$ cat src/srs_pkg.sv
package srs_pkg;

    localparam int DATA_W = 16;
    localparam int REG_SEL_W = 4;
    localparam int REPEAT_LIT_W = 14;
    localparam int RETURN_LIT_W = 10;
    localparam int SHIFT_LIT_W = 5;

    localparam logic [15:0] ALL_ONES = 16'hFFFF;
    localparam logic [15:0] WORD_ZERO = 16'h0000;
    localparam logic [3:0] ACC_SEL = 4'h0;

    // Cycle counts per operation
    localparam int ONE_CYCLE = 1;
    localparam int RETURN_CYCLES = 3;
    localparam int RETURN_CYCLES_ALT = 2;

    // Status flag positions
    localparam int FLAG_C = 0;
    localparam int FLAG_Z = 1;
    localparam int FLAG_OV = 2;
    localparam int FLAG_N = 3;
    localparam int FLAG_DC = 4;
    localparam logic [4:0] FLAGS_RESET = 5'h00;

    typedef enum logic [3:0] {
        SRS_NOP,
        SRS_POWER_SAVE,
        SRS_REPEAT,
        SRS_RETURN_LIT,
        SRS_ROT_LEFT_CARRY,
        SRS_ROT_LEFT_PLAIN,
        SRS_ROT_RIGHT_CARRY,
        SRS_ROT_RIGHT_PLAIN,
        SRS_SIGN_EXTEND,
        SRS_SHIFT_LEFT_REG,
        SRS_SHIFT_LEFT_LIT,
        SRS_MINUS_BORROW,
        SRS_REV_MINUS_BORROW,
        SRS_FILL_ONES,
        SRS_SWAP
    } srs_op_t;

    typedef struct packed {
        logic valid;
        srs_op_t op;
        logic byte_mode;
        logic use_literal;
        logic alt_timing;
        logic [15:0] operand_a;
        logic [15:0] operand_b;
        logic [13:0] literal;
        logic [3:0] dest_sel;
    } srs_req_t;

    typedef struct packed {
        logic dc;
        logic n;
        logic ov;
        logic z;
        logic c;
    } srs_flags_t;

endpackage

$ cat src/srs_compute.sv
`timescale 1ns/1ps
// Pure combinational result and flag generation
module srs_compute (
    input wire srs_pkg::srs_req_t req,
    input wire srs_pkg::srs_flags_t flags_in,
    output logic [15:0] result,
    output srs_pkg::srs_flags_t flags_out,
    output logic writes_result
);

    function automatic logic [16:0] sub_borrow(
        input logic [15:0] x,
        input logic [15:0] y,
        input logic carry
    );
        sub_borrow = {1'b0, x} + {1'b0, ~y} + {16'h0000, carry};
    endfunction

    function automatic logic is_zero(input logic [15:0] v);
        is_zero = (v == srs_pkg::WORD_ZERO);
    endfunction

    logic [16:0] diff;
    logic [4:0] low_diff;
    logic [15:0] x_op;
    logic [15:0] y_op;
    logic [15:0] b_val;

    always_comb
    begin
        b_val = req.use_literal ? {11'h000, req.literal[4:0]} : req.operand_b;
        x_op = (req.op == srs_pkg::SRS_REV_MINUS_BORROW) ? b_val : req.operand_a;
        y_op = (req.op == srs_pkg::SRS_REV_MINUS_BORROW) ? req.operand_a : b_val;
        diff = sub_borrow(x_op, y_op, flags_in.c);
        low_diff = {1'b0, x_op[3:0]} + {1'b0, ~y_op[3:0]}
            + {4'h0, flags_in.c};
        result = req.operand_a;
        flags_out = flags_in;
        writes_result = 1'b1;
        unique case (req.op)
            srs_pkg::SRS_ROT_LEFT_CARRY:
            begin
                result = {req.operand_a[14:0], flags_in.c};
                flags_out.c = req.operand_a[15];
            end
            srs_pkg::SRS_ROT_LEFT_PLAIN:
                result = {req.operand_a[14:0], req.operand_a[15]};
            srs_pkg::SRS_ROT_RIGHT_CARRY:
            begin
                result = {flags_in.c, req.operand_a[15:1]};
                flags_out.c = req.operand_a[0];
            end
            srs_pkg::SRS_ROT_RIGHT_PLAIN:
                result = {req.operand_a[0], req.operand_a[15:1]};
            srs_pkg::SRS_SIGN_EXTEND:
            begin
                result = {{8{req.operand_a[7]}}, req.operand_a[7:0]};
                flags_out.c = ~req.operand_a[7];
            end
            srs_pkg::SRS_SHIFT_LEFT_REG:
                result = req.operand_a << req.operand_b[3:0];
            srs_pkg::SRS_SHIFT_LEFT_LIT:
                result = (req.literal[4]) ? srs_pkg::WORD_ZERO
                    : req.operand_a << req.literal[3:0];
            srs_pkg::SRS_MINUS_BORROW, srs_pkg::SRS_REV_MINUS_BORROW:
            begin
                result = diff[15:0];
                flags_out.c = diff[16];
                flags_out.dc = low_diff[4];
                flags_out.ov = (x_op[15] != y_op[15])
                    && (diff[15] != x_op[15]);
            end
            srs_pkg::SRS_FILL_ONES:
                result = srs_pkg::ALL_ONES;
            srs_pkg::SRS_SWAP:
                result = req.byte_mode
                    ? {req.operand_a[15:8], req.operand_a[3:0],
                       req.operand_a[7:4]}
                    : {req.operand_a[7:0], req.operand_a[15:8]};
            srs_pkg::SRS_RETURN_LIT:
                result = {6'h00, req.literal[9:0]};
            default:
                writes_result = 1'b0;
        endcase
        unique case (req.op)
            srs_pkg::SRS_ROT_LEFT_CARRY, srs_pkg::SRS_ROT_LEFT_PLAIN,
            srs_pkg::SRS_ROT_RIGHT_CARRY, srs_pkg::SRS_ROT_RIGHT_PLAIN,
            srs_pkg::SRS_SIGN_EXTEND, srs_pkg::SRS_SHIFT_LEFT_REG,
            srs_pkg::SRS_SHIFT_LEFT_LIT, srs_pkg::SRS_MINUS_BORROW,
            srs_pkg::SRS_REV_MINUS_BORROW:
            begin
                flags_out.n = result[15];
                flags_out.z = is_zero(result);
            end
            default:
                flags_out.n = flags_in.n;
        endcase
    end

endmodule

$ cat src/srs_alu.sv
`timescale 1ns/1ps
module srs_alu #(
    parameter int REPEAT_W = srs_pkg::REPEAT_LIT_W
) (
    input wire logic clock,
    input wire logic resetn,
    input wire srs_pkg::srs_req_t req,
    input wire logic wdt_timeout_event,
    output logic req_ready,
    output logic result_valid,
    output logic [15:0] result_data,
    output logic [3:0] result_dest,
    output srs_pkg::srs_flags_t status_flags,
    output logic [REPEAT_W-1:0] repeat_remaining,
    output logic repeat_active,
    output logic return_pulse,
    output logic sleep_mode,
    output logic idle_mode,
    output logic watchdog_timeout_flag,
    output logic sleep_flag
);

    typedef enum logic [1:0] {
        SRS_IDLE_ST,
        SRS_RET_WAIT,
        SRS_SAVED
    } srs_state_t;

    srs_state_t state_reg;
    logic [1:0] wait_reg;
    logic [15:0] alu_result;
    srs_pkg::srs_flags_t alu_flags;
    logic alu_writes;
    logic take;
    logic take_repeatable;

    srs_compute u_compute (
        .req(req),
        .flags_in(status_flags),
        .result(alu_result),
        .flags_out(alu_flags),
        .writes_result(alu_writes)
    );

    // A new request is accepted only while not in a multi-cycle return
    // and not powered down; the decoder must hold req until then.
    assign take = req.valid && (state_reg == SRS_IDLE_ST);
    assign take_repeatable = take
        && (req.op != srs_pkg::SRS_REPEAT)
        && (req.op != srs_pkg::SRS_POWER_SAVE)
        && (req.op != srs_pkg::SRS_RETURN_LIT);

    always_ff @(posedge clock or negedge resetn)
    begin
        if (!resetn)
        begin
            state_reg <= SRS_IDLE_ST;
            wait_reg <= 2'h0;
            req_ready <= 1'b1;
        end
        else
        begin
            unique case (state_reg)
                SRS_IDLE_ST:
                    if (take && req.op == srs_pkg::SRS_RETURN_LIT)
                    begin
                        state_reg <= SRS_RET_WAIT;
                        req_ready <= 1'b0;
                        wait_reg <= req.alt_timing
                            ? 2'(srs_pkg::RETURN_CYCLES_ALT - 2)
                            : 2'(srs_pkg::RETURN_CYCLES - 2);
                    end
                    else if (take && req.op == srs_pkg::SRS_POWER_SAVE)
                    begin
                        state_reg <= SRS_SAVED;
                        req_ready <= 1'b0;
                    end
                SRS_RET_WAIT:
                    if (wait_reg == 2'h0)
                    begin
                        state_reg <= SRS_IDLE_ST;
                        req_ready <= 1'b1;
                    end
                    else
                    begin
                        wait_reg <= wait_reg - 2'h1;
                    end
                SRS_SAVED:
                    // Only a watchdog timeout wakes the core here
                    if (wdt_timeout_event)
                    begin
                        state_reg <= SRS_IDLE_ST;
                        req_ready <= 1'b1;
                    end
                default:
                    state_reg <= SRS_IDLE_ST;
            endcase
        end
    end

    // Result writeback, one cycle after the request
    always_ff @(posedge clock or negedge resetn)
    begin
        if (!resetn)
        begin
            result_valid <= 1'b0;
            result_data <= srs_pkg::WORD_ZERO;
            result_dest <= srs_pkg::ACC_SEL;
            return_pulse <= 1'b0;
        end
        else
        begin
            result_valid <= take && alu_writes;
            return_pulse <= take
                && (req.op == srs_pkg::SRS_RETURN_LIT);
            if (take && alu_writes)
            begin
                result_data <= alu_result;
                result_dest <= req.dest_sel;
            end
        end
    end

    always_ff @(posedge clock or negedge resetn)
    begin
        if (!resetn)
            status_flags <= srs_pkg::FLAGS_RESET;
        else if (take)
            status_flags <= alu_flags;
    end

    // Repeat counter: next instruction runs count + 1 times
    always_ff @(posedge clock or negedge resetn)
    begin
        if (!resetn)
        begin
            repeat_remaining <= '0;
            repeat_active <= 1'b0;
        end
        else if (take && req.op == srs_pkg::SRS_REPEAT)
        begin
            repeat_active <= 1'b1;
            repeat_remaining <= req.use_literal
                ? REPEAT_W'(req.literal)
                : REPEAT_W'(req.operand_a);
        end
        else if (take_repeatable && repeat_active)
        begin
            if (repeat_remaining == '0)
                repeat_active <= 1'b0;
            else
                repeat_remaining <= repeat_remaining - REPEAT_W'(1);
        end
    end

    // Power-save mode and status flags; hardware set wins over clear
    always_ff @(posedge clock or negedge resetn)
    begin
        if (!resetn)
        begin
            sleep_mode <= 1'b0;
            idle_mode <= 1'b0;
            watchdog_timeout_flag <= 1'b0;
            sleep_flag <= 1'b0;
        end
        else if (take && req.op == srs_pkg::SRS_POWER_SAVE)
        begin
            sleep_mode <= ~req.literal[0];
            idle_mode <= req.literal[0];
            sleep_flag <= ~req.literal[0];
            watchdog_timeout_flag <= wdt_timeout_event;
        end
        else if (state_reg == SRS_SAVED && wdt_timeout_event)
        begin
            sleep_mode <= 1'b0;
            idle_mode <= 1'b0;
            watchdog_timeout_flag <= 1'b1;
        end
    end

endmodule

$ cat config.mk
export PLATFORM = sky130hd
export DESIGN_NAME = srs_alu
export DESIGN_NICKNAME = d
export VERILOG_FILES = /design/src/srs_pkg.sv /design/src/srs_compute.sv /design/src/srs_alu.sv
export SDC_FILE = /design/constraint.sdc
export NUM_CORES = 1
export LEC_CHECK = 0
export ABC_AREA = 1
export ABC_CLOCK_PERIOD_IN_PS = 6200
export BUFFER_PORTS_ARGS = -buffer_cell sky130_fd_sc_hd__buf_4
export CAP_MARGIN = 20
export CELL_PAD_IN_SITES_DETAIL_PLACEMENT = 0
export CELL_PAD_IN_SITES_GLOBAL_PLACEMENT = 2
export CORE_ASPECT_RATIO = 2
export CORE_UTILIZATION = 31
export CTS_CLUSTER_DIAMETER = 80
export DETAILED_ROUTE_END_ITERATION = 7
export GPL_ROUTABILITY_DRIVEN = 0
export PLACE_DENSITY = 0.95
export SYNTH_ARGS = -nofsm -noshare
export SYNTH_HDL_FRONTEND = slang
export SYNTH_SLANG_ARGS = --single-unit
$ cat constraint.sdc
create_clock -name clock -period 6.2 [get_ports clock]
set_input_delay 0.62 -clock clock [delete_from_list [all_inputs] [get_ports clock]]
set_output_delay 0.62 -clock clock [all_outputs]
set_load 0.005 [all_outputs]
== Word level (Yosys, flattened, before mapping) ==
Index checks and enable logic that the tools add are counted.

* Register bits: 51
* Bits in latches: 0
* RAM bits: 0
* Bits in read-only memories: 0
* Input port bits: 61
* Output and inout port bits: 47
* Word-level logic and storage cells: 123
* Memories kept: 0

* Add/sub/neg operators: 6
* Multiply operators: 0
* Divide/modulo/power cells: 0
* Order comparisons: 0
* Equality and inequality tests: 27
* Shifts and indexed selects: 2
* Mux-type cells: 34
* Bitwise logic cells: 4
* Reductions and logical operators: 32

{| class="wikitable"
|+ Operator list
! kind !! number
|-
| $pmux W16 S11 || 1
|-
| $mux W16 || 5
|-
| $mux W14 || 4
|-
| $shl A16 B4 Y16 || 2
|-
| $eq A4 B4 Y1 const B || 7
|-
| $add A16 B16 Y17 || 1
|-
| $add A17 B1 Y17 || 1
|-
| $eq A4 B3 Y1 const B || 4
|-
| $logic_not A16 Y1 || 1
|-
| $not A16 Y16 || 1
|-
| $logic_not A14 Y1 || 1
|-
| $mux W1 || 14
|-
| $sub A14 B1 Y14 const B || 1
|-
| $mux W2 || 6
|-
| $reduce_or A12 Y1 || 1
|-
| $logic_and A1 B1 Y1 || 11
|-
| $reduce_and A2 Y1 || 5
|-
| $reduce_or A9 Y1 || 1
|-
| $eq A4 B2 Y1 const B || 2
|-
| $ne A2 B2 Y1 const B || 4
|-
| $ne A4 B2 Y1 const B || 2
|-
| $reduce_bool A2 Y1 || 4
|-
| $pmux W2 S3 || 1
|-
| $reduce_and A3 Y1 || 2
|-
| 20 further kinds || 23
|}

== Logic depth before layout (Yosys ltp) ==
Gate-level depths: netlist of the first run.

* Word-level depth: 8
* Gate-level depth with buffers: 25
* Mapped depth without buffers: 22

== Modules after synthesis ==
From an unflattened synthesis of the first run, not the netlist that was laid out.

* Cells, all modules: 1332
* Area total of the unflattened synthesis: 7091.8 sq um

{| class="wikitable"
|+ By module, submodules not included
! module !! instances !! cells each !! area each (sq um) !! sequential area each (sq um)
|-
| srs_compute || 1 || 938 || 4247.8 || 0.0
|-
| srs_alu || 1 || 394 || 2844.0 || 1277.5
|}

== Worst setup path after synthesis of the first run ==
No wires, ideal clock.

* Path kind: input to register
* From: in req[54] (netlist bit)
* To: reg status_flags[1] (netlist bit)
* Library setup time: 75 ps
* Arrival: 3401 ps
* Required time: 6125 ps
* Setup slack: 2724 ps
* Stages: 22
* Buffers on the path: 3
* Cells stage by stage: buf_6 > nor2_1 > nand2_1 > clkbuf_1 > clkbuf_1 > o21ai_0 > fa_1 > inv_1 > fa_1 > nand2_1 > nand2_1 > nand3_1 > nand2_1 > nand2_1 > nand3b_1 > nand3_1 > nand2_1 > nor2_1 > nand2_1 > nor2_1 > nand2_1 > o21bai_2

* Cells in the longest elaborated chain, start to end: 7
* Elaborated cells on any way between the ends: 22
* Those cells by class: add/sub: 2; eq/ne: 12; mux: 3; bitwise: 1; reduce/logical: 4

{| class="wikitable"
|+ RTL lines
! what !! RTL line !! source
|-
| start, declared || srs_alu.sv:7 || <nowiki>input wire srs_pkg::srs_req_t req,</nowiki>
|-
| $eq A4 B4 Y1 || n/a ||
|-
| $mux W16 || srs_compute.sv:33 || <nowiki>y_op = (req.op == srs_pkg::SRS_REV_MINUS_BORROW) ? req.operand_a : b_val;</nowiki>
|-
| $not A16 Y16 || srs_compute.sv:16 || <nowiki>sub_borrow = {1'b0, x} + {1'b0, ~y} + {16'h0000, carry};</nowiki>
|-
| $add A16 B16 Y17 || srs_compute.sv:16 ||
|-
| $add A17 B1 Y17 || srs_compute.sv:16 ||
|-
| $pmux W16 S11 || srs_compute.sv:40 || <nowiki>unique case (req.op)</nowiki>
|-
| $logic_not A16 Y1 || srs_compute.sv:20 || <nowiki>is_zero = (v == srs_pkg::WORD_ZERO);</nowiki>
|-
| end signal, assigned || srs_alu.sv:127 || <nowiki>status_flags <= srs_pkg::FLAGS_RESET;</nowiki>
|-
| end signal, assigned || srs_alu.sv:129 || <nowiki>status_flags <= alu_flags;</nowiki>
|-
| end, declared || srs_alu.sv:13 || <nowiki>output srs_pkg::srs_flags_t status_flags,</nowiki>
|}

Parallel ways exist; a longest one is shown, timed or not.
A chain may end at the register's enable or synchronous reset.

== Worst setup path in the final report of the first run ==
* From: in req[54] (netlist bit)
* To: reg status_flags[0] (netlist bit)

* Cells in the longest elaborated chain, start to end: 6
* Elaborated cells on any way between the ends: 14
* Those cells by class: add/sub: 2; eq/ne: 5; mux: 3; bitwise: 1; reduce/logical: 3

{| class="wikitable"
|+ RTL lines
! what !! RTL line
|-
| $eq A4 B4 Y1 || srs_compute.sv:32, srs_compute.sv:33, srs_compute.sv:40
|-
| $mux W16 || srs_compute.sv:33
|-
| $not A16 Y16 || srs_compute.sv:16
|-
| $add A16 B16 Y17 || srs_compute.sv:16
|-
| $add A17 B1 Y17 || srs_compute.sv:16
|-
| $pmux W1 S4 || srs_compute.sv:40
|}

Parallel ways exist; a longest one is shown, timed or not.

==> flow_summary.json, run 1 <==
{
  "synthesis.area_per_instance_um2": 5.37,
  "cts_setup_buffers": 0,
  "drc_violations": 0,
  "grt_pass1_vias": 8034,
  "vdd_ir_drop_max_v": 0.000201,
  "reg_top3": "result_data (16), repeat_remaining (14), status_flags (5)",
  "core_region_area_mm2": 0.0210,
  "num_io_pins": 108,
  "tightestPinTransition_ns": 1.01,
  "cp_slowest_stage_delay_ns": 0.64,
  "maxCapViolations": 0,
  "dr_wl_met3_um": 1450,
  "pin_count_of_the_biggest_net_entering_global_routing": 67,
  "dp_worst_setup_slack_ns": 1.92,
  "netlist_instances": 1246,
  "outcome": "completed",
  "max_freq_mhz": 249,
  "synthDominantCellAreaShare": 0.265,
  "holdBufCountCts": 0,
  "maxSlewViolCount": 0,
  "core.rowCount": 75,
  "avgViaCountPerCell": 5.26,
  "synth_most_common_cell": "nand2_1",
  "setup-tns-final_ns": 0,
  "grt_pass1_wl_um": 45900,
  "port-buffer-count": 107,
  "yosys-top-cells-count": "472 x nand2_1, 173 x nand3_1, 130 x nor2_1",
  "track_usage": 0.279,
  "max_flop_register": "result_data",
  "synth_flop_cell": "dfrtp_1",
  "startpoint_type": "primary input",
  "synth_top_cells_by_area": "nand2_1 26%, dfrtp_1 19%, nand3_1 13%, nor2_1 7.3%, o21ai_0 6.4%",
  "whs_ns": 0.346,
  "clk_pin_slew_ns": 0.07,
  "floorplan.initialDensity": 0.318,
  "setup_slack_ns": 2.18,
  "ctsLongestPathBuffers": 2,
  "setup.worst_path.class": "in2reg",
  "clock-sinks": 51,
  "power_leakage_nw": 4.15,
  "post_cts_resize_count": 0,
  "final-setup-viol-count": 0,
  "clock-root-buffer": "clkbuf_16",
  "critPathSlowestCell": "nand2_2",
  "hpwl_um": 23700,
  "antenna_found_initial": 3,
  "maxUsedRoutingLayer": "met4",
  "final_nets": 1382,
  "fin_crit_ns": 4.02,
  "tritoncts": "built",
  "synth.ff_latch_count": 51,
  "worst_ep_required_time_ns": 6.38,
  "firstDrtPassIters": 5,
  "synth_cell_types": 46,
  "crit_path_cell_trace": "buf_4 > nor2_1 > nand2_2 > o21ai_0 > fa_1 > inv_1 > fa_1 > nand2_1 > nand2_1 > nand3_1 > nand2_1 > nand2_1 > nand2_1 > nand2_1 > a21oi_1 > o21ai_0 > nand4_1 > nand2_1 > o21ai_0",
  "floorplan.die_area_mm2": 0.0222,
  "utilization": 0.367,
  "synth_enable_flop_cells": 0,
  "rsz_0062_raised_after_global_routing": "no",
  "final.fill_count": 2477,
  "timing.critical_path.fanout_max": 66,
  "dr_total_vias": 8258,
  "dieWidth_um": 106,
  "drive_above_1_share": 0.117,
  "critPathArrivalTime_ns": 4.20,
  "drtAntennaViolNets": 0,
  "flow.area_growth_from_synthesis_pct": 15.4,
  "cp_common_cell": "nand2_1",
  "net_count_synth": 1330,
  "grt_remaining_overflow": 0,
  "largest_register_ffs": 16,
  "async_flop_share": 1.00,
  "critical_path.endpoint_type": "flip-flop",
  "holdCritPathClass": "in2async",
  "detail_route.iter0.violations": 572,
  "met2WireLength_um": 15300,
  "cellPowerDensity_mw_per_mm2": 245,
  "clk_latency_ns": 0.31,
  "die_height_um": 210,
  "totalWireLength_um": 30500,
  "detailed_routing_wirelength_on_met1_um": 10400,
  "post-route-period-util": 0.649,
  "synth-seq-area-share": 0.191,
  "finalClockSkew_ns": 0.00492,
  "total_power_w": 0.00189,
  "slew_headroom": 0.324,
  "numCtsBuffers": 5,
  "synth.largest_area_cell": "nand2_1",
  "wl_per_cell_um": 19.4,
  "yosysWarningCount": 0,
  "timing.final.hold_violations": 0,
  "clock_tree.htree_level_count": 2,
  "syn-cell-area_mm2": 0.00669
}
## metrics by stage
stage | instances | instance area (um^2)
after CTS | 1568 | 7710
after global placement | 1560 | 7540
after global routing | 1571 | 7720
after floorplan | 1246 | 6690
after detailed placement | 1560 | 7540
final | 1571 | 7720
## cells by family (layout without fill, tap and decap cells)
group,Yosys count,in the layout,share of synthesized area
xor+xnor,1,1,0.00131
compound gates,155,155,0.126
simple gates,826,826,0.518
mux,2,2,0.00318
other cells,0,3,0
buf+inv,188,241,0.115
fa+ha+maj,23,23,0.0453
flops,51,51,0.191
## power by group
part           switching [W]  internal [W]  total [W]
clock network       0.000136      0.000193   0.000329
logic               0.000600      0.000400    0.00100
registers          0.0000993      0.000464   0.000563
## layout by cell type, fill, tap and decap left out, drive strengths merged, types with 2 or more instances in the layout
cell      n
a21oi    31
a22oi     2
o21ai    98
nand3   174
diode     3
nand4    11
nor2    135
nand2   482
o211ai    7
a211oi    4
o21a      4
nand3b    5
or2       7
clkbuf    5
inv     126
dfrtp    50
fa        2
clkinv    2
nor3     11
buf     107
ha       21
a31oi     4
## per-layer routing
layer / vias up / track usage
met3: 141 / 0.0335
met5: - / 0
li1: 4094 / -
met1: 3688 / 0.268
met2: 335 / 0.501
met4: 0 / 0.272
## final cells by class
type | count | area, um^2 | area share
Timing Repair Buffer | 107 | 803 | 0.104
Tap cell | 269 | 337 | 0.0436
Clock buffer | 5 | 125 | 0.0162
Sequential cell | 51 | 1280 | 0.166
Multi-Input combinational cell | 1007 | 4650 | 0.602
Clock inverter | 3 | 47.5 | 0.00616
Antenna cell | 3 | 7.51 | 0.000973
Inverter | 126 | 473 | 0.0613
## worst max-delay path: cells and delay by family
kind	cells	cell delay (ns)
fa+ha+maj	2	0.68
simple gates	11	1.77
compound gates	4	0.85
buf+inv	2	0.24
## final timing paths
| kind | startpoint | end | slack (ns) | cells past startpoint |
|---|---|---|---|---|
| min reg2reg | sleep_mode$_DFFE_PN0P_ | sleep_mode$_DFFE_PN0P_ | 0.47 | 2 |
| max in group asynchronous | resetn | repeat_remaining[1]$_DFFE_PN0P_ | 5.41 | 1 |
| max | req[54] | status_flags[0]$_DFFE_PN0P_ | 2.18 | 19 |
| max reg2reg | state_reg[0]$_DFFE_PN0P_ | repeat_remaining[9]$_DFFE_PN0P_ | 3.07 | 11 |
| min | resetn | result_data[0]$_DFFE_PN0P_ | 0.35 | 1 |
| min in group clock | sleep_mode$_DFFE_PN0P_ | sleep_mode$_DFFE_PN0P_ | 0.47 | 2 |
Power figures use the tool's default switching activity.
==> run 2, diff against run 1 <==
--- a/config.mk
+++ b/config.mk
@@ -6,17 +6,17 @@
 export NUM_CORES = 1
 export LEC_CHECK = 0
 export ABC_AREA = 1
-export ABC_CLOCK_PERIOD_IN_PS = 6200
+export ABC_CLOCK_PERIOD_IN_PS = 3600
 export BUFFER_PORTS_ARGS = -buffer_cell sky130_fd_sc_hd__buf_4
 export CAP_MARGIN = 20
 export CELL_PAD_IN_SITES_DETAIL_PLACEMENT = 0
 export CELL_PAD_IN_SITES_GLOBAL_PLACEMENT = 2
 export CORE_ASPECT_RATIO = 2
-export CORE_UTILIZATION = 31
+export CORE_UTILIZATION = 26
 export CTS_CLUSTER_DIAMETER = 80
 export DETAILED_ROUTE_END_ITERATION = 7
 export GPL_ROUTABILITY_DRIVEN = 0
-export PLACE_DENSITY = 0.95
+export PLACE_DENSITY = 0.89
 export SYNTH_ARGS = -nofsm -noshare
 export SYNTH_HDL_FRONTEND = slang
 export SYNTH_SLANG_ARGS = --single-unit
==> constraint.sdc (replaced) <==
create_clock -name clock -period 3.6 [get_ports clock]
set_input_delay 0.36 -clock clock [delete_from_list [all_inputs] [get_ports clock]]
set_output_delay 0.36 -clock clock [all_outputs]
set_load 0.005 [all_outputs]
==> run 2 against run 1 <==
  * Clock power up 57%
  * Hold slack worse by 0.28 ns
  * Critical path depth down 2
  * Global-route usage down 3.1 points
  * Sequential power up 71%
  * Final cell count up 5.2%
  * Critical endpoint is now status_flags[1]$_DFFE_PN0P_
  * First-iteration DRC count up 7.7%
  * Clock-buffer cell count unchanged
==> flow_summary.json, run 2 (synthesis gave the netlist of run 1 again) <==
{
  "power_leakage_nw": 4.21,
  "dr_total_vias": 8402,
  "whs_ns": 0.0637,
  "largest_register_ffs": 16,
  "timing.final.hold_violations": 0,
  "clock-sinks": 51,
  "place_area_mm2": 0.00773,
  "grt_pass1_wl_um": 47900,
  "vdd_ir_drop_max_v": 0.000224,
  "critPathArrivalTime_ns": 3.21,
  "worst_r2r_endpoint": "status_flags[0]$_DFFE_PN0P_",
  "detail_route.iter0.violations": 616,
  "layout_commonest_cell": "nand2_1",
  "setup.worst_path.class": "in2reg",
  "rsz_0062_raised_after_global_routing": "no",
  "clock-root-buffer": "clkbuf_16",
  "startpoint_type": "primary input",
  "tightestPinTransition_ns": 0.884,
  "critical_path.endpoint": "status_flags[1]$_DFFE_PN0P_",
  "critical_path.endpoint_type": "flip-flop",
  "antenna_found_initial": 2,
  "max_freq_mhz": 338,
  "slew_headroom": 0.410,
  "avgViaCountPerCell": 5.09,
  "maxSlewViolCount": 0,
  "firstDrtPassIters": 5,
  "tritoncts": "built",
  "reg_top3": "result_data (16), repeat_remaining (14), status_flags (5)",
  "fin_crit_ns": 2.96,
  "drtAntennaViolNets": 0,
  "pin_count_of_the_biggest_net_entering_global_routing": 52,
  "die_height_um": 229,
  "floorplan.die_area_mm2": 0.0264,
  "outcome": "completed",
  "post-route-period-util": 0.822,
  "dieWidth_um": 115,
  "track_usage": 0.248,
  "numCtsBuffers": 5,
  "totalWireLength_um": 32000,
  "post_cts_resize_count": 0,
  "max_flop_register": "result_data",
  "floorplan.initialDensity": 0.266,
  "grt_remaining_overflow": 0,
  "final_cell_mix": "471 x nand2_1, 173 x nand3_1, 130 x nor2_1",
  "grt_pass1_vias": 8357,
  "finalClockSkew_ns": 0.00700,
  "clock_tree.htree_level_count": 2,
  "ff2ff_setup_slack_ns": 0.93,
  "num_io_pins": 108,
  "ctsLongestPathBuffers": 2,
  "cts_setup_buffers": 0,
  "drive_above_1_share": 0.127,
  "utilization": 0.314,
  "drc_violations": 0,
  "final-setup-viol-count": 0,
  "worst_ep_required_time_ns": 3.85,
  "final_nets": 1397,
  "start_point_of_the_critical_path": "req[51]",
  "reg2regPathDepth": 16,
  "port-buffer-count": 107,
  "clk_pin_slew_ns": 0.08,
  "finish.instance_area_mm2": 0.00789,
  "holdCritPathClass": "in2async",
  "holdBufCountCts": 0,
  "core_region_area_mm2": 0.0251,
  "setup-tns-final_ns": 0,
  "cellPowerDensity_mw_per_mm2": 410,
  "clk_latency_ns": 0.32,
  "flow.area_growth_from_synthesis_pct": 18.0,
  "hpwl_um": 25600,
  "reg2reg_from": "status_flags[0]$_DFFE_PN0P_",
  "wl_per_cell_um": 19.4,
  "core.rowCount": 82,
  "timing.critical_path.fanout_max": 14,
  "maxCapViolations": 0
}
run 2: changes by cell type in the layout (fill, tap and decap cells not counted), sizes merged:
| cell | before | now |
|---|---|---|
| buf | 107 | 122 |
| bufinv | 1 | 0 |
| diode | 3 | 2 |
| inv | 126 | 127 |
run 2: routing by layer:
layer	vias to the layer above	part of all wire	global-route usage
met5	-	0	0
met4	0	0.11	0.238
met3	149	0.045	0.0353
met2	323	0.54	0.463
met1	3793	0.31	0.216
li1	4137	-	-
run 2: area by class of cell:
type | count | area (um^2)
clock buffers | 5 | 125
multi-input cells | 1007 | 4650
fillers | 2918 | 17200
clock inverters | 3 | 26.3
inverters | 126 | 473
diodes | 2 | 5.00
flip-flops and latches | 51 | 1280
well taps | 336 | 420
repair buffers | 122 | 916
run 2: critical path: stages:
cell and delay (ns):
buf_4 0.15, inv_1 0.39, a21boi_0 0.25, nand2_1 0.10
o21ai_0 0.08, ha_1 0.38, nand2_1 0.10, nand2_1 0.07
a21oi_1 0.23, nand2_1 0.18, nand2_1 0.09, a21oi_1 0.08
nor2_1 0.28, nor2_1 0.07, nor2_1 0.14, nand3_1 0.10
o21bai_2 0.14
run 2: worst min path at each step:
| stage | depth (start not counted) | start | endpoint | slack, ns |
|---|---|---|---|---|
| 2_1_floorplan | 0 | resetn | idle_mode$_DFFE_PN0P_ | 0.06 |
| 4_1_cts | 1 | resetn | wait_reg[0]$_DFFE_PN0P_ | 0.11 |
| 6_report | 1 | resetn | wait_reg[0]$_DFFE_PN0P_ | 0.06 |
| 3_3_place_gp | 1 | resetn | wait_reg[0]$_DFFE_PN0P_ | 0.44 |
| 5_1_grt | 1 | resetn | wait_reg[1]$_DFFE_PN0P_ | 0.13 |
| 3_5_place_dp | 1 | resetn | wait_reg[0]$_DFFE_PN0P_ | 0.44 |
run 2: where the power goes:
| group | internal [W] | leakage (nW) | total, W | switching (W) |
|---|---|---|---|---|
| Combinational | 0.000703 | 3.51 | 0.00175 | 0.00105 |
| Sequential | 0.000799 | 0.633 | 0.000964 | 0.000165 |
| Clock | 0.000265 | 0.0748 | 0.000517 | 0.000252 |
run 2: per-stage QoR:
| step | worst slack, ns | total power (W) | cells |
|---|---|---|---|
| floorplan | 0.384 | 0.00194 | 1246 |
| global placement | 0.317 | 0.00271 | 1642 |
| detailed placement | 0.314 | 0.00273 | 1642 |
| CTS | 0.645 | 0.00325 | 1650 |
| global route | 0.384 | 0.00349 | 1652 |
| finish | 0.643 | 0.00323 | 1652 |
==> run 3, diff against run 2 <==
--- a/config.mk
+++ b/config.mk
@@ -5,18 +5,18 @@
 export SDC_FILE = /design/constraint.sdc
 export NUM_CORES = 1
 export LEC_CHECK = 0
-export ABC_AREA = 1
-export ABC_CLOCK_PERIOD_IN_PS = 3600
+export ABC_AREA = 0
+export ABC_CLOCK_PERIOD_IN_PS = 3100
 export BUFFER_PORTS_ARGS = -buffer_cell sky130_fd_sc_hd__buf_4
 export CAP_MARGIN = 20
 export CELL_PAD_IN_SITES_DETAIL_PLACEMENT = 0
 export CELL_PAD_IN_SITES_GLOBAL_PLACEMENT = 2
 export CORE_ASPECT_RATIO = 2
-export CORE_UTILIZATION = 26
+export CORE_UTILIZATION = 34
 export CTS_CLUSTER_DIAMETER = 80
 export DETAILED_ROUTE_END_ITERATION = 7
 export GPL_ROUTABILITY_DRIVEN = 0
-export PLACE_DENSITY = 0.89
+export PLACE_DENSITY = 0.94
 export SYNTH_ARGS = -nofsm -noshare
 export SYNTH_HDL_FRONTEND = slang
 export SYNTH_SLANG_ARGS = --single-unit
==> constraint.sdc (replaced) <==
create_clock -name clock -period 3.1 [get_ports clock]
set_input_delay 0.31 -clock clock [delete_from_list [all_inputs] [get_ports clock]]
set_output_delay 0.31 -clock clock [all_outputs]
set_load 0.005 [all_outputs]
==> run 3 against run 2 <==
  * The run now ends with negative setup slack left
  * Hold slack worse by 0.022 ns
  * Utilization increased by 18 points
  * Die area is 23% lower
  * Worst setup slack lost 1.5 ns
  * Clock skew hardly changed
  * Sequential share of layout area down 2.9 points
  * Synthesized cell count shrank 29%
  * Synthesized area is 0.97% higher
  * Clock power up 29%
  * First-iteration DRC count is 15% higher
  * Combinational power is 50% higher
  * Clock-buffer cell count unchanged
==> flow_summary.json, run 3 <==
{
  "outcome": "finished with violations",
  "violated_checks": "negative setup slack",
  "tightestPinTransition_ns": 1.17,
  "final_nets": 1202,
  "grt_pass1_wl_um": 47300,
  "setup-tns-final_ns": -3.67,
  "wl_per_cell_um": 23.3,
  "grt_pass1_vias": 8083,
  "ctsLongestPathBuffers": 2,
  "synth_cell_types": 76,
  "final_cell_mix": "285 x buf_4, 87 x nand2_1, 81 x nor2_1",
  "largest_register_ffs": 16,
  "synthDominantCellAreaShare": 0.185,
  "clk_latency_ns": 0.31,
  "num_io_pins": 108,
  "clock-root-buffer": "clkbuf_16",
  "synth-seq-area-share": 0.189,
  "track_usage": 0.315,
  "drive_above_1_share": 0.375,
  "synth_flop_cell": "dfrtp_1",
  "synth_top_cells_by_area": "dfrtp_1 19%, mux2i_1 11%, o21ai_0 5.8%, mux4_2 5.3%, nand2_1 5.1%",
  "holdBufCountCts": 0,
  "clock_tree.htree_level_count": 2,
  "totalWireLength_um": 32000,
  "worst_ep_required_time_ns": 3.31,
  "grt_remaining_overflow": 0,
  "floorplan.die_area_mm2": 0.0205,
  "max_flop_register": "result_data",
  "reg_top3": "result_data (16), repeat_remaining (14), status_flags (5)",
  "pin_count_of_the_biggest_net_entering_global_routing": 52,
  "flow.area_growth_from_synthesis_pct": 42.7,
  "total_power_w": 0.00446,
  "tritoncts": "built",
  "maxCapViolations": 0,
  "synth.largest_area_cell": "dfrtp_1",
  "detail_route.iter0.violations": 710,
  "firstDrtPassIters": 5,
  "clock-sinks": 51,
  "rsz_0062_raised_after_global_routing": "yes",
  "setup_slack_ns": -0.854,
  "async_flop_share": 1.00,
  "timing.final.hold_violations": 0,
  "clk_pin_slew_ns": 0.07,
  "syn-cell-area_mm2": 0.00675,
  "floorplan.initialDensity": 0.349,
  "fin_crit_ns": 3.95,
  "vdd_ir_drop_max_v": 0.000321,
  "synthesis.area_per_instance_um2": 7.63,
  "critical_path.endpoint_type": "flip-flop",
  "net_count_synth": 969,
  "final-setup-viol-count": 13,
  "insertedDiodeCount": 0,
  "yosys-top-cells-count": "92 x nand2_1, 85 x nor2_1, 78 x o21ai_0",
  "numCtsBuffers": 5,
  "slew_headroom": 0.223,
  "drc_violations": 0,
  "dr_total_vias": 8238,
  "maxSlewViolCount": 0,
  "power_leakage_nw": 4.34,
  "setup.worst_path.class": "in2reg",
  "cellPowerDensity_mw_per_mm2": 463,
  "yosysWarningCount": 0,
  "startpoint_type": "primary input",
  "timing.critical_path.fanout_max": 8,
  "layout_commonest_cell": "buf_4",
  "avgViaCountPerCell": 5.98,
  "hpwl_um": 24100,
  "drtAntennaViolNets": 0,
  "post-route-period-util": 1.28,
  "die_height_um": 201,
  "port-buffer-count": 107,
  "holdCritPathClass": "in2async",
  "max_freq_mhz": 253,
  "dieWidth_um": 102,
  "utilization": 0.498,
  "netlist_instances": 885,
  "core_region_area_mm2": 0.0194,
  "finalClockSkew_ns": 0.00684,
  "synth_enable_flop_cells": 0,
  "synth_most_common_cell": "nand2_1",
  "antenna_found_initial": 0,
  "core.rowCount": 72,
  "critPathArrivalTime_ns": 4.17,
  "synth.ff_latch_count": 51
}
-- run 3: cell types whose count changed after synthesis, sizes merged, moves of 15 or more --
cell / previous run / this run
nand3: 174 / 13
inv: 125 / 29
mux4: 0 / 16
o21ai: 98 / 78
o22ai: 1 / 17
mux2i: 1 / 72
nor2: 135 / 85
a21oi: 31 / 61
nor2b: 0 / 15
nand2b: 0 / 26
mux2: 1 / 25
nand2: 482 / 92
-- run 3: kinds of logic after synthesis --
family / Yosys count / share of synthesized area
XOR/XNOR: 6 / 0.00778
adder cells (fa/ha/maj): 23 / 0.0448
flip-flops: 51 / 0.189
multiplexers: 113 / 0.202
AND/OR/NAND/NOR: 315 / 0.228
buffers and inverters: 110 / 0.0685
AO/OA/AOI/OAI: 267 / 0.260
-- run 3: final timing paths --
| kind | start | to | slack (ns) | depth (start not counted) |
|---|---|---|---|---|
| min | resetn | result_valid$_DFF_PN0_ | 0.04 | 1 |
| min in group clock | req[3] | result_dest[3]$_DFFE_PN0P_ | 0.19 | 3 |
| max reg2reg | status_flags[0]$_DFFE_PN0P_ | status_flags[1]$_DFFE_PN0P_ | -0.48 | 13 |
| max in group asynchronous | resetn | repeat_remaining[11]$_DFFE_PN0P_ | 2.54 | 1 |
| max | req[54] | status_flags[1]$_DFFE_PN0P_ | -0.85 | 15 |
| min reg2reg | watchdog_timeout_flag$_DFFE_PN0P_ | watchdog_timeout_flag$_DFFE_PN0P_ | 0.48 | 2 |
-- run 3: worst max-delay path: stages --
cell and delay [ns]:
buf_6 0.09, or4bb_4 0.65, a21oi_4 0.19, fa_2 0.24, inv_2 0.05, fa_2 0.34, a21o_1 0.22, a211o_1 0.27
o211ai_1 0.12, nand4_1 0.15, or4_4 0.52, a22oi_2 0.18, o2111ai_2 0.14, or4_1 0.50, o41ai_2 0.20
-- run 3: what timing repair did --
| item | CTS | global route |
|---|---|---|
| setup buffers | 10 | 10 |
| setup endpoints to repair | 14 | 16 |
| gates cloned | 0 | 1 |
| gates resized for setup | 54 | 39 |
| pin swaps | 26 | 25 |
-- run 3: area by class of cell --
class,count,area [um^2]
inverters,32,120
flip-flops and latches,51,1280
fillers,1909,9730
clock buffers,5,125
multi-input cells,724,5330
repair buffers,304,2430
clock inverters,2,37.5
well taps,259,324
-- run 3: per-layer routing --
| metal | part of all wire | vias up | GRT usage |
|---|---|---|---|
| li1 | - | 3744 | - |
| met1 | 0.33 | 3928 | 0.321 |
| met2 | 0.50 | 401 | 0.538 |
| met3 | 0.070 | 165 | 0.0625 |
| met4 | 0.10 | 0 | 0.263 |
| met5 | 0 | - | 0 |
-- run 3: report_power, final --
group	total, W	switching (W)	leakage [nW]	internal (W)
clock network	0.000666	0.000288	0.0759	0.000378
registers	0.00117	0.000213	0.622	0.000959
logic	0.00262	0.00129	3.64	0.00133
total	0.00446	0.00179	4.34	0.00266
-- run 3: through the flow --
| step | cell area, um^2 | cells | setup WS (ns) | hold slack [ns] |
|---|---|---|---|---|
| after floorplan | 6850 | 885 | -0.949 | 0.0144 |
| after global placement | 9000 | 1352 | -1.17 | 0.411 |
| after detailed placement | 9000 | 1352 | -1.22 | 0.415 |
| after CTS | 9460 | 1369 | -0.782 | 0.0852 |
| after global routing | 9640 | 1377 | -0.988 | 0.103 |
| final | 9640 | 1377 | -0.854 | 0.0419 |
